**config.mk**
```make
export PLATFORM = sky130hd
export DESIGN_NAME = aotp_regs
export DESIGN_NICKNAME = d
export VERILOG_FILES = /design/src/hdl/aotp_regs.v /design/src/hdl/aotp_serializer.v
export VERILOG_INCLUDE_DIRS = /design/src /design/src/inc
export SDC_FILE = /design/constraint.sdc
export NUM_CORES = 1
export LEC_CHECK = 0
export ABC_CLOCK_PERIOD_IN_PS = 2560
export BUFFER_PORTS_ARGS = -buffer_cell sky130_fd_sc_hd__buf_4
export CAP_MARGIN = 20
export CORE_UTILIZATION = 35
export CTS_CLUSTER_DIAMETER = 80
export CTS_CLUSTER_SIZE = 16
export DETAILED_ROUTE_END_ITERATION = 12
export GPL_TIMING_DRIVEN = 1
export SLEW_MARGIN = 10
export SYNTH_ARGS = -nofsm -noshare
export SYNTH_HDL_FRONTEND = slang
export SYNTH_SLANG_ARGS = --single-unit
export TNS_END_PERCENT = 100
```
**constraint.sdc**
```tcl
create_clock -name clk -period 2.56 [get_ports clk]
set_input_delay 0.256 -clock clk [delete_from_list [all_inputs] [get_ports clk]]
set_output_delay 0.256 -clock clk [all_outputs]
set_load 0.1 [all_outputs]
```
**src/inc/aotp_consts.vh**
```
// Purpose: constants for the output mode and test pattern register bank
// Assumes: 8-bit registers reached over the serial configuration port
// Notes:   serial port is mode 0, msb first, 16-bit frames
`ifndef AOTP_CONSTS_VH
`define AOTP_CONSTS_VH

// register addresses (7-bit address field)
`define AOTP_ADDR_W        7
`define AOTP_ADDR_MODE     7'h02
`define AOTP_ADDR_TP_HI    7'h03
`define AOTP_ADDR_TP_LO    7'h04

// field positions
`define AOTP_OUTDIS_BIT    3
`define AOTP_MODE_HI       2
`define AOTP_MODE_LO       0
`define AOTP_PEN_BIT       7
`define AOTP_TPHI_HI       5
`define AOTP_TPHI_LO       0

// reset values
`define AOTP_MODE_RST      8'h00
`define AOTP_TPHI_RST      8'h00
`define AOTP_TPLO_RST      8'h00

// lane/serialization codes
`define AOTP_M_2L16        3'h0
`define AOTP_M_2L14        3'h1
`define AOTP_M_2L12        3'h2
`define AOTP_M_1L14        3'h5
`define AOTP_M_1L12        3'h6
`define AOTP_M_1L16        3'h7

// widths and counts
`define AOTP_SAMP_W        14
`define AOTP_SER_W         16
`define AOTP_CNT_W         5
`define AOTP_FRAME_BITS    5'h10
`define AOTP_NCH           4
`define AOTP_NB16          5'h10
`define AOTP_NB14          5'h0e
`define AOTP_NB12          5'h0c
`define AOTP_ONE5          5'h01
`define AOTP_TWO5          5'h02
`define AOTP_ZERO5         5'h00

// serial frame bit counts
`define AOTP_CNT_ADDR      5'h07
`define AOTP_CNT_DATA      5'h08
`define AOTP_CNT_LAST      5'h0f

`endif

```
**src/hdl/aotp_regs.v**
```verilog
// Purpose: output mode and test pattern registers of a quad adc, with
//          the serial configuration port and the lane serializers
// Assumes: serial port sclk, cs_n, sdi arrive from outside and are
//          synchronised here; conversion data comes from same-clock logic
// Notes:   frame = r/w bit, 7 address bits, 8 data bits, msb first;
//          sdi sampled on rising sclk, sdo changes on falling sclk;
//          reads return the stored byte, bit 6 of 03h included;
//          a change of width takes effect at the start of the next word, a change of lane count at the next bit
`include "aotp_consts.vh"

module aotp_regs (
  input  wire                                 clk,
  input  wire                                 rst,
  input  wire                                 sclk,
  input  wire                                 cs_n,
  input  wire                                 sdi,
  output reg                                  sdo_q,
  output wire                                 sdo_oe,
  input  wire                                 bit_en,
  input  wire [`AOTP_NCH*`AOTP_SAMP_W-1:0]    conv_data,
  output wire [`AOTP_NCH-1:0]                 lane0,
  output wire [`AOTP_NCH-1:0]                 lane1,
  output wire [`AOTP_NCH-1:0]                 lane1_en,
  output wire [`AOTP_NCH-1:0]                 lane0_en,
  output wire                                 frame
);

  ////////////////////////////////////////////////////////////////////////
  // input synchronisers
  reg [2:0] sclk_s_q;
  reg [1:0] cs_s_q;
  reg [1:0] sdi_s_q;

  // sclk edges are found on the synchronised copy, so a frame needs
  // sclk high and low for at least three clk periods each
  // two flops before use; third sclk stage feeds the edge detector
  always @(posedge clk) begin
    if (rst) begin
      sclk_s_q <= 3'h0;
      cs_s_q   <= 2'h3;
      sdi_s_q  <= 2'h0;
    end else begin
      sclk_s_q <= {sclk_s_q[1:0], sclk};
      cs_s_q   <= {cs_s_q[0], cs_n};
      sdi_s_q  <= {sdi_s_q[0], sdi};
    end
  end

  wire sclk_rise = sclk_s_q[1] & ~sclk_s_q[2];
  wire sclk_fall = ~sclk_s_q[1] & sclk_s_q[2];
  wire sel       = ~cs_s_q[1];

  ////////////////////////////////////////////////////////////////////////
  // register readback decode, used for read data only
  // unmapped addresses read back as zero
  function [7:0] rd_mux;
    input [`AOTP_ADDR_W-1:0] a;
    input [7:0]              m;
    input [7:0]              h;
    input [7:0]              l;
    begin
      case (a)
        `AOTP_ADDR_MODE:  rd_mux = m;
        `AOTP_ADDR_TP_HI: rd_mux = h;
        `AOTP_ADDR_TP_LO: rd_mux = l;
        default:          rd_mux = 8'h00;
      endcase
    end
  endfunction

  ////////////////////////////////////////////////////////////////////////
  // serial configuration port
  reg  [15:0] sh_q;
  reg  [4:0]  cnt_q;
  reg  [7:0]  mode_q;
  reg  [7:0]  tphi_q;
  reg  [7:0]  tplo_q;
  reg  [7:0]  rdsh_q;
  reg         rd_q;

  wire [15:0] sh_d = {sh_q[14:0], sdi_s_q[1]};
  wire [`AOTP_ADDR_W-1:0] addr_d = sh_d[14:8];

  // shift in bits; after the 8th bit latch read data, after 16th write
  always @(posedge clk) begin
    if (rst) begin
      sh_q   <= 16'h0000;
      cnt_q  <= `AOTP_ZERO5;
      rd_q   <= 1'b0;
      rdsh_q <= 8'h00;
      mode_q <= `AOTP_MODE_RST;
      tphi_q <= `AOTP_TPHI_RST;
      tplo_q <= `AOTP_TPLO_RST;
    end else if (!sel) begin
      cnt_q <= `AOTP_ZERO5;
    end else if (sclk_rise && cnt_q != `AOTP_FRAME_BITS) begin
      sh_q  <= sh_d;
      cnt_q <= cnt_q + `AOTP_ONE5;
      if (cnt_q == `AOTP_CNT_ADDR) begin
        rd_q   <= sh_d[7];
        rdsh_q <= rd_mux(sh_d[6:0], mode_q, tphi_q, tplo_q);
      end
      // a write lands only at the 16th bit of a write frame; an
      // unmapped address leaves every register as it was
      if (cnt_q == `AOTP_CNT_LAST && !rd_q) begin
        case (addr_d)
          `AOTP_ADDR_MODE:  mode_q <= sh_d[7:0];
          `AOTP_ADDR_TP_HI: tphi_q <= sh_d[7:0];
          `AOTP_ADDR_TP_LO: tplo_q <= sh_d[7:0];
          default:          mode_q <= mode_q;
        endcase
      end
    // the fall right after the address bits leaves d7 on sdo; only
    // the falls after data bits move the next bit up
    end else if (sclk_fall && rd_q && cnt_q > `AOTP_CNT_DATA) begin
      rdsh_q <= {rdsh_q[6:0], 1'b0};
    end
  end

  // read data drives sdo during the data phase of a read frame
  always @(posedge clk) begin
    if (rst) begin
      sdo_q <= 1'b0;
    end else begin
      sdo_q <= rdsh_q[7];
    end
  end

  // enable is combinational so it drops as soon as the select goes away
  assign sdo_oe = sel & rd_q & (cnt_q >= `AOTP_CNT_DATA);

  ////////////////////////////////////////////////////////////////////////
  // mode decode
  wire [2:0] mode_sel = mode_q[`AOTP_MODE_HI:`AOTP_MODE_LO];
  wire       out_dis  = mode_q[`AOTP_OUTDIS_BIT];
  wire       pat_en   = tphi_q[`AOTP_PEN_BIT];
  wire [`AOTP_SAMP_W-1:0] pattern =
    {tphi_q[`AOTP_TPHI_HI:`AOTP_TPHI_LO], tplo_q};

  reg       two_lane;
  reg [4:0] nbits;

  // lane count and serialization width per code; the word is the sample
  // left-justified in 16 bits, so 14 and 12-bit modes simply stop early
  always @* begin
    case (mode_sel)
      `AOTP_M_2L16: begin
        two_lane = 1'b1;
        nbits    = `AOTP_NB16;
      end
      `AOTP_M_2L14: begin
        two_lane = 1'b1;
        nbits    = `AOTP_NB14;
      end
      `AOTP_M_2L12: begin
        two_lane = 1'b1;
        nbits    = `AOTP_NB12;
      end
      `AOTP_M_1L14: begin
        two_lane = 1'b0;
        nbits    = `AOTP_NB14;
      end
      `AOTP_M_1L12: begin
        two_lane = 1'b0;
        nbits    = `AOTP_NB12;
      end
      `AOTP_M_1L16: begin
        two_lane = 1'b0;
        nbits    = `AOTP_NB16;
      end
      // unused codes fall back to two lanes of 16 bits
      default: begin
        two_lane = 1'b1;
        nbits    = `AOTP_NB16;
      end
    endcase
  end

  ////////////////////////////////////////////////////////////////////////
  // per-channel serializers
  wire [`AOTP_NCH-1:0] l0_raw;
  wire [`AOTP_NCH-1:0] l1_raw;
  wire [`AOTP_NCH-1:0] fr_raw;

  genvar g;
  generate
    for (g = 0; g < `AOTP_NCH; g = g + 1) begin : g_ch
      // pattern replaces conversion data on every channel
      wire [`AOTP_SAMP_W-1:0] samp = pat_en ? pattern :
        conv_data[g*`AOTP_SAMP_W +: `AOTP_SAMP_W];
      aotp_serializer u_ser (
        .clk      (clk),
        .rst      (rst),
        .bit_en   (bit_en),
        .two_lane (two_lane),
        .nbits    (nbits),
        .word     ({samp, 2'b00}),
        .lane0_q  (l0_raw[g]),
        .lane1_q  (l1_raw[g]),
        .frame_q  (fr_raw[g])
      );
    end
  endgenerate

  // output disable gates all data outputs
  assign lane0    = out_dis ? {`AOTP_NCH{1'b0}} : l0_raw;
  // lane1 is also held low in one-lane mode so the unused pair stays quiet
  assign lane1    = (out_dis | ~two_lane) ? {`AOTP_NCH{1'b0}} : l1_raw;
  assign lane0_en = {`AOTP_NCH{~out_dis}};
  assign lane1_en = {`AOTP_NCH{~out_dis & two_lane}};
  assign frame    = ~out_dis & fr_raw[0];

endmodule // aotp_regs

```
**src/hdl/aotp_serializer.v**
```verilog
// Purpose: shifts one 16-bit word out on one or two lanes per channel
// Assumes: bit_en is a one-cycle pulse at the serial bit rate
// Notes:   word is left-justified; low padding bits go out as zero
`include "aotp_consts.vh"

module aotp_serializer (
  input  wire                    clk,
  input  wire                    rst,
  input  wire                    bit_en,
  input  wire                    two_lane,
  input  wire [4:0]              nbits,
  input  wire [`AOTP_SER_W-1:0]  word,
  output reg                     lane0_q,
  output reg                     lane1_q,
  output reg                     frame_q
);

  reg [`AOTP_SER_W-1:0] shift_q;
  reg [4:0]             left_q;

  // load a new word when the previous one is done, else shift out
  always @(posedge clk) begin
    if (rst) begin
      shift_q <= {`AOTP_SER_W{1'b0}};
      left_q  <= `AOTP_ZERO5;
      lane0_q <= 1'b0;
      lane1_q <= 1'b0;
      frame_q <= 1'b0;
    end else if (bit_en) begin
      if (left_q == `AOTP_ZERO5) begin
        frame_q <= 1'b1;           // marks first bit time of a word
        lane1_q <= word[`AOTP_SER_W-1];
        if (two_lane) begin
          lane0_q <= word[`AOTP_SER_W-2];
          shift_q <= {word[`AOTP_SER_W-3:0], 2'b00};
          left_q  <= nbits - `AOTP_TWO5;
        end else begin
          lane0_q <= word[`AOTP_SER_W-1];
          shift_q <= {word[`AOTP_SER_W-2:0], 1'b0};
          left_q  <= nbits - `AOTP_ONE5;
        end
      end else begin
        frame_q <= 1'b0;
        lane1_q <= shift_q[`AOTP_SER_W-1];
        if (two_lane) begin
          lane0_q <= shift_q[`AOTP_SER_W-2];
          shift_q <= {shift_q[`AOTP_SER_W-3:0], 2'b00};
          left_q  <= left_q - `AOTP_TWO5;
        end else begin
          lane0_q <= shift_q[`AOTP_SER_W-1];
          shift_q <= {shift_q[`AOTP_SER_W-2:0], 1'b0};
          left_q  <= left_q - `AOTP_ONE5;
        end
      end
    end
  end

endmodule // aotp_serializer

```
==> impl_results.rst <==
.. list-table::
   :header-rows: 1

   * - Metric
     - Value
   * - Status
     - finished, final reports clean
   * - Number of input and output port buffers inserted
     - 80
   * - Synthesized net count
     - 1,130
   * - R2r worst-path depth
     - 7
   * - Final hold vios
     - 0
   * - Worst Hold Launch
     - cs_n
   * - DP Cell Count
     - 1,380
   * - Library cell with the largest summed area after synthesis
     - sky130_fd_sc_hd__dfxtp_1
   * - Startpoint kind of the worst setup timing path
     - flip-flop
   * - Critical path type
     - reg -> out
   * - Max-cap violations
     - 0
   * - Compound-gate portion of the synthesized area
     - 18.95%
   * - Share of layout cells above drive strength 1
     - 21.42%
   * - Number of diodes
     - 0
   * - Clock tree from TritonCTS
     - yes
   * - Starting density of the core
     - 35.78%
   * - First drt pass iteration count
     - 5
   * - Share of synthesized cell area in full adder, half adder and majority cells
     - 2.732%
   * - List of most frequent post-synthesis cells
     - 182 x sky130_fd_sc_hd__nand2_1, 141 x sky130_fd_sc_hd__dfxtp_1, 96 x sky130_fd_sc_hd__nor2_1
   * - Slew Viols, Final
     - 0
   * - Worst IR Drop VDD
     - 375.1 uV
   * - Vias in the first global route
     - 7,087
   * - Post-CTS Setup Repair Bufs
     - 0
   * - Most used DFF post-synth
     - sky130_fd_sc_hd__dfxtp_1
   * - Placeable core region
     - 24,320 um^2
   * - Total routed wirelength
     - 23,640 um
   * - Simple-gate share of the synthesized area
     - 24.66%
   * - Count of H-tree levels built during CTS
     - 4
   * - Number of cell rows
     - 57
   * - Endpoint class of the critical path
     - primary output
   * - Worst min-delay path category
     - in -> reg
   * - Total gr overflow
     - 0
   * - Resized Gates After CTS
     - 0
   * - Worst stage delay on the critical path
     - 600 ps
   * - Tcrit/Tclk final
     - 95.30%
   * - Clock Latency Late Sink
     - 440 ps
   * - Signed area change from the synthesized netlist to the final layout
     - 15.27%
   * - Slew of the pin with the lowest slew margin
     - 773.0 ps
   * - Worst flop-to-flop path endpoint
     - tphi_q[1]$_SDFFE_PP0P_
   * - Total of endpoints with negative setup slack in the final report
     - 0
   * - Number of synthesized register bits
     - 141
   * - Pin count of the biggest net entering global routing
     - 76
   * - Number of instances on the worst hold path
     - 2
   * - Arrival time reported for the critical path endpoint
     - 2180 ps
   * - Overall Global Routing Usage
     - 18.73%
   * - Number of standard cells in the layout, taps in and fillers out
     - 1,412
   * - Cell with the most instances after synthesis
     - sky130_fd_sc_hd__nand2_1
   * - Die footprint
     - 25,500 um^2
   * - Number of flops mapped to enable cells by yosys
     - 0
   * - Filler instances
     - 2,445
   * - Synth Area in XOR/XNOR
     - 0.7045%
   * - Setup tns final
     - 0 ps
   * - Async SR Flop Fraction
     - 0%
   * - Clock-pin transition on the worst setup and hold timing paths
     - 60 ps
   * - Final critical path time including I/O delays and setup
     - 2440 ps
   * - Average via count per standard cell
     - 5.478
   * - GP Congestion
     - 0.7876
   * - Setup Skew
     - 12.76 ps
   * - First-pass GRT wire length
     - 38,580 um
   * - RR Startpoint
     - cnt_q[0]$_SDFFE_PP0P_
   * - Clock Root Buffer
     - sky130_fd_sc_hd__clkbuf_16
   * - Ordered cell list for the critical path
     - o21a_4 -> buf_4 -> nor2_4 -> buf_4
   * - Multiplexer share of the synthesized area
     - 12.98%
   * - P_leak
     - 3.630 nW
   * - Worst max-slew margin expressed relative to the limit
     - 48.46%
   * - WP data required
     - 2300 ps
   * - Register-to-register path setup slack
     - 390 ps
   * - Post-DR wirelength/cell
     - 16.74 um
   * - Detailed placer's ending HPWL
     - 15,350 um
   * - Clock buffers created by TritonCTS
     - 17
   * - Total I/O pin count
     - 81
   * - Largest buffer count on any clock path
     - 2
   * - Capture endpoint of the worst hold path
     - cs_s_q[0]$_SDFF_PP1_
   * - Synthesized area
     - 8702 um^2
   * - Antenna violations before repair
     - 0
   * - Die extent in x
     - 159.7 um
   * - Synth area leaders
     - sky130_fd_sc_hd__dfxtp_1 32%, sky130_fd_sc_hd__nand2_1 7.9%, sky130_fd_sc_hd__mux2_2 6.3%
   * - Setup repair after global routing missed its margin
     - no
   * - Standard cell with the maximum stage delay on the critical path
     - sky130_fd_sc_hd__dfxtp_1
   * - Violation count after the first detailed-routing iteration
     - 680
   * - Maximum frequency from static timing analysis
     - 409.9 MHz
   * - Count of antenna-violating nets left after detailed routing
     - 0
   * - Syn Inst Count
     - 1,049
   * - Top-area cell type share of the netlist area
     - 32.44%
   * - Post-route DRC violation count
     - 0
   * - Per-instance average area after synthesis
     - 8.296 um^2
   * - Warnings, synthesis
     - 0
   * - Crit path top cell by count
     - sky130_fd_sc_hd__buf_4
   * - Share of synthesized area occupied by flip-flops and latches
     - 32.44%
   * - Largest family of logic cells by synthesized area
     - simple AND/OR/NAND/NOR gates
   * - Final Net Count
     - 1,156
   * - Chip Height
     - 159.7 um
   * - Power density of the placed cells
     - 603.0 nW/um^2
   * - Number of unique standard cell types used by synthesis
     - 62
   * - Number of vias in the routed layout
     - 7,735
   * - Clock sinks
     - 141
   * - Highest net fanout along the worst path
     - 33
## cell type report
| class | count | area [um^2] | area share (%) |
|---|---|---|---|
| inverter | 21 | 78.83 | 0.7858 |
| tap | 324 | 405.4 | 4.041 |
| clock buffer | 18 | 439.2 | 4.378 |
| timing repair buffer | 109 | 880.8 | 8.781 |
| clock inverter | 14 | 147.6 | 1.472 |
| multi-input combinational | 785 | 5255 | 52.39 |
| sequential | 141 | 2824 | 28.15 |
## registers in the layout, summed over array words and instances (netlist names)
signal / flops
g_ch.u_ser.lane0_q: 4
g_ch.u_ser.shift_q: 52
g_ch.u_ser.left_q: 20
sdo_q: 1
cs_s_q: 2
g_ch.u_ser.lane1_q: 4
mode_q: 8
tplo_q: 8
g_ch.u_ser.frame_q: 1
rd_q: 1
sdi_s_q: 2
rdsh_q: 8
tphi_q: 8
sclk_s_q: 3
cnt_q: 5
sh_q: 14
## critical path: cells and delay by family, from the launching register on
kind                   cells  cell delay, ps
DFF                        1             600
AOI/OAI and AO/OA          1             550
buffers and inverters      2             520
and+or+nand+nor            1              50
## how the worst max path moves through the flow
stage / start / end / slack (ps) / depth (start not counted)
3_5_place_dp: mode_q[0]$_SDFFE_PP0P_ / g_ch[2].u_ser.shift_q[5]$_SDFFE_PP0P_ / 420 / 4
5_1_grt: mode_q[0]$_SDFFE_PP0P_ / lane1_en[0] / 2 / 4
3_3_place_gp: cnt_q[0]$_SDFFE_PP0P_ / mode_q[1]$_SDFFE_PP0P_ / 480 / 7
6_report: mode_q[1]$_SDFFE_PP0P_ / lane1_en[0] / 120 / 4
4_1_cts: mode_q[0]$_SDFFE_PP0P_ / lane1_en[3] / 90 / 4
2_1_floorplan: mode_q[2]$_SDFFE_PP0P_ / lane1_en[1] / 280 / 8
## power by group
part	internal, mW	switching (mW)	total [mW]	leakage, nW
sequential	2.31	0.0980	2.41	1.15
combinational	0.510	0.615	1.12	2.19
clock	1.40	1.11	2.52	0.286
## cell families (layout without fill, tap and decap cells)
| family | Yosys count | count (layout) |
|---|---|---|
| fa+ha+maj | 19 | 19 |
| buf+inv | 123 | 162 |
| mux | 90 | 90 |
| simple gates | 434 | 434 |
| flops | 141 | 141 |
| compound gates | 235 | 235 |
| xor+xnor | 7 | 7 |
## metrics by stage
step / setup WS (ps) / power [mW] / util (%) / cell area [um^2] / hold WS, ps
after floorplan: 275.6 / 3.283 / - / 8710 / 359.8
after global placement: 480.4 / 3.564 / 38.83 / 9444 / 395.7
after detailed placement: 420.9 / 3.571 / 38.83 / 9444 / 393.5
after CTS: 90.89 / 6.087 / 41.25 / 10030 / 11.08
after global routing: 1.778 / 6.317 / 41.25 / 10030 / 16.86
final: 120.4 / 6.048 / 41.25 / 10030 / 18.23
## cell usage in the layout, fill, tap and decap left out, drive strengths merged, types with 3 or more instances in the layout
master / Yosys / routed
a21o: 24 / 24
a21oi: 65 / 65
a311oi: 62 / 62
a31o: 3 / 3
a31oi: 6 / 6
a41oi: 4 / 4
and3: 13 / 13
buf: 39 / 109
clkbuf: 63 / 18
dfxtp: 141 / 141
ha: 19 / 19
inv: 21 / 30
mux2: 55 / 55
mux2i: 24 / 24
mux4: 11 / 11
nand2: 182 / 182
nand2b: 7 / 7
nand3: 12 / 12
nand3b: 14 / 14
nand4: 33 / 33
nor2: 96 / 96
nor2b: 31 / 31
nor3: 14 / 14
nor3b: 3 / 3
nor4: 3 / 3
nor4b: 5 / 5
o2111ai: 4 / 4
o211ai: 18 / 18
o21ai: 28 / 28
o21bai: 4 / 4
o31ai: 8 / 8
or2: 3 / 3
or3: 5 / 5
or4b: 3 / 3
xnor2: 5 / 5
## per-layer routing
metal | track usage (%) | up-vias | part of all wire, %
met4 | 5.332 | 0 | 1.7
met5 | 0 | - | 0
met3 | 3.481 | 25 | 4.8
li1 | - | 3829 | -
met1 | 27.12 | 3703 | 49
met2 | 28.09 | 178 | 44
## repair_timing
action / 4_1_cts / 5_1_grt
hold buffers: 0 / 0
setup endpoints to repair: 0 / 4
endpoints found under the hold margin: 0 / 0
(Power assumes the default switching activity.)
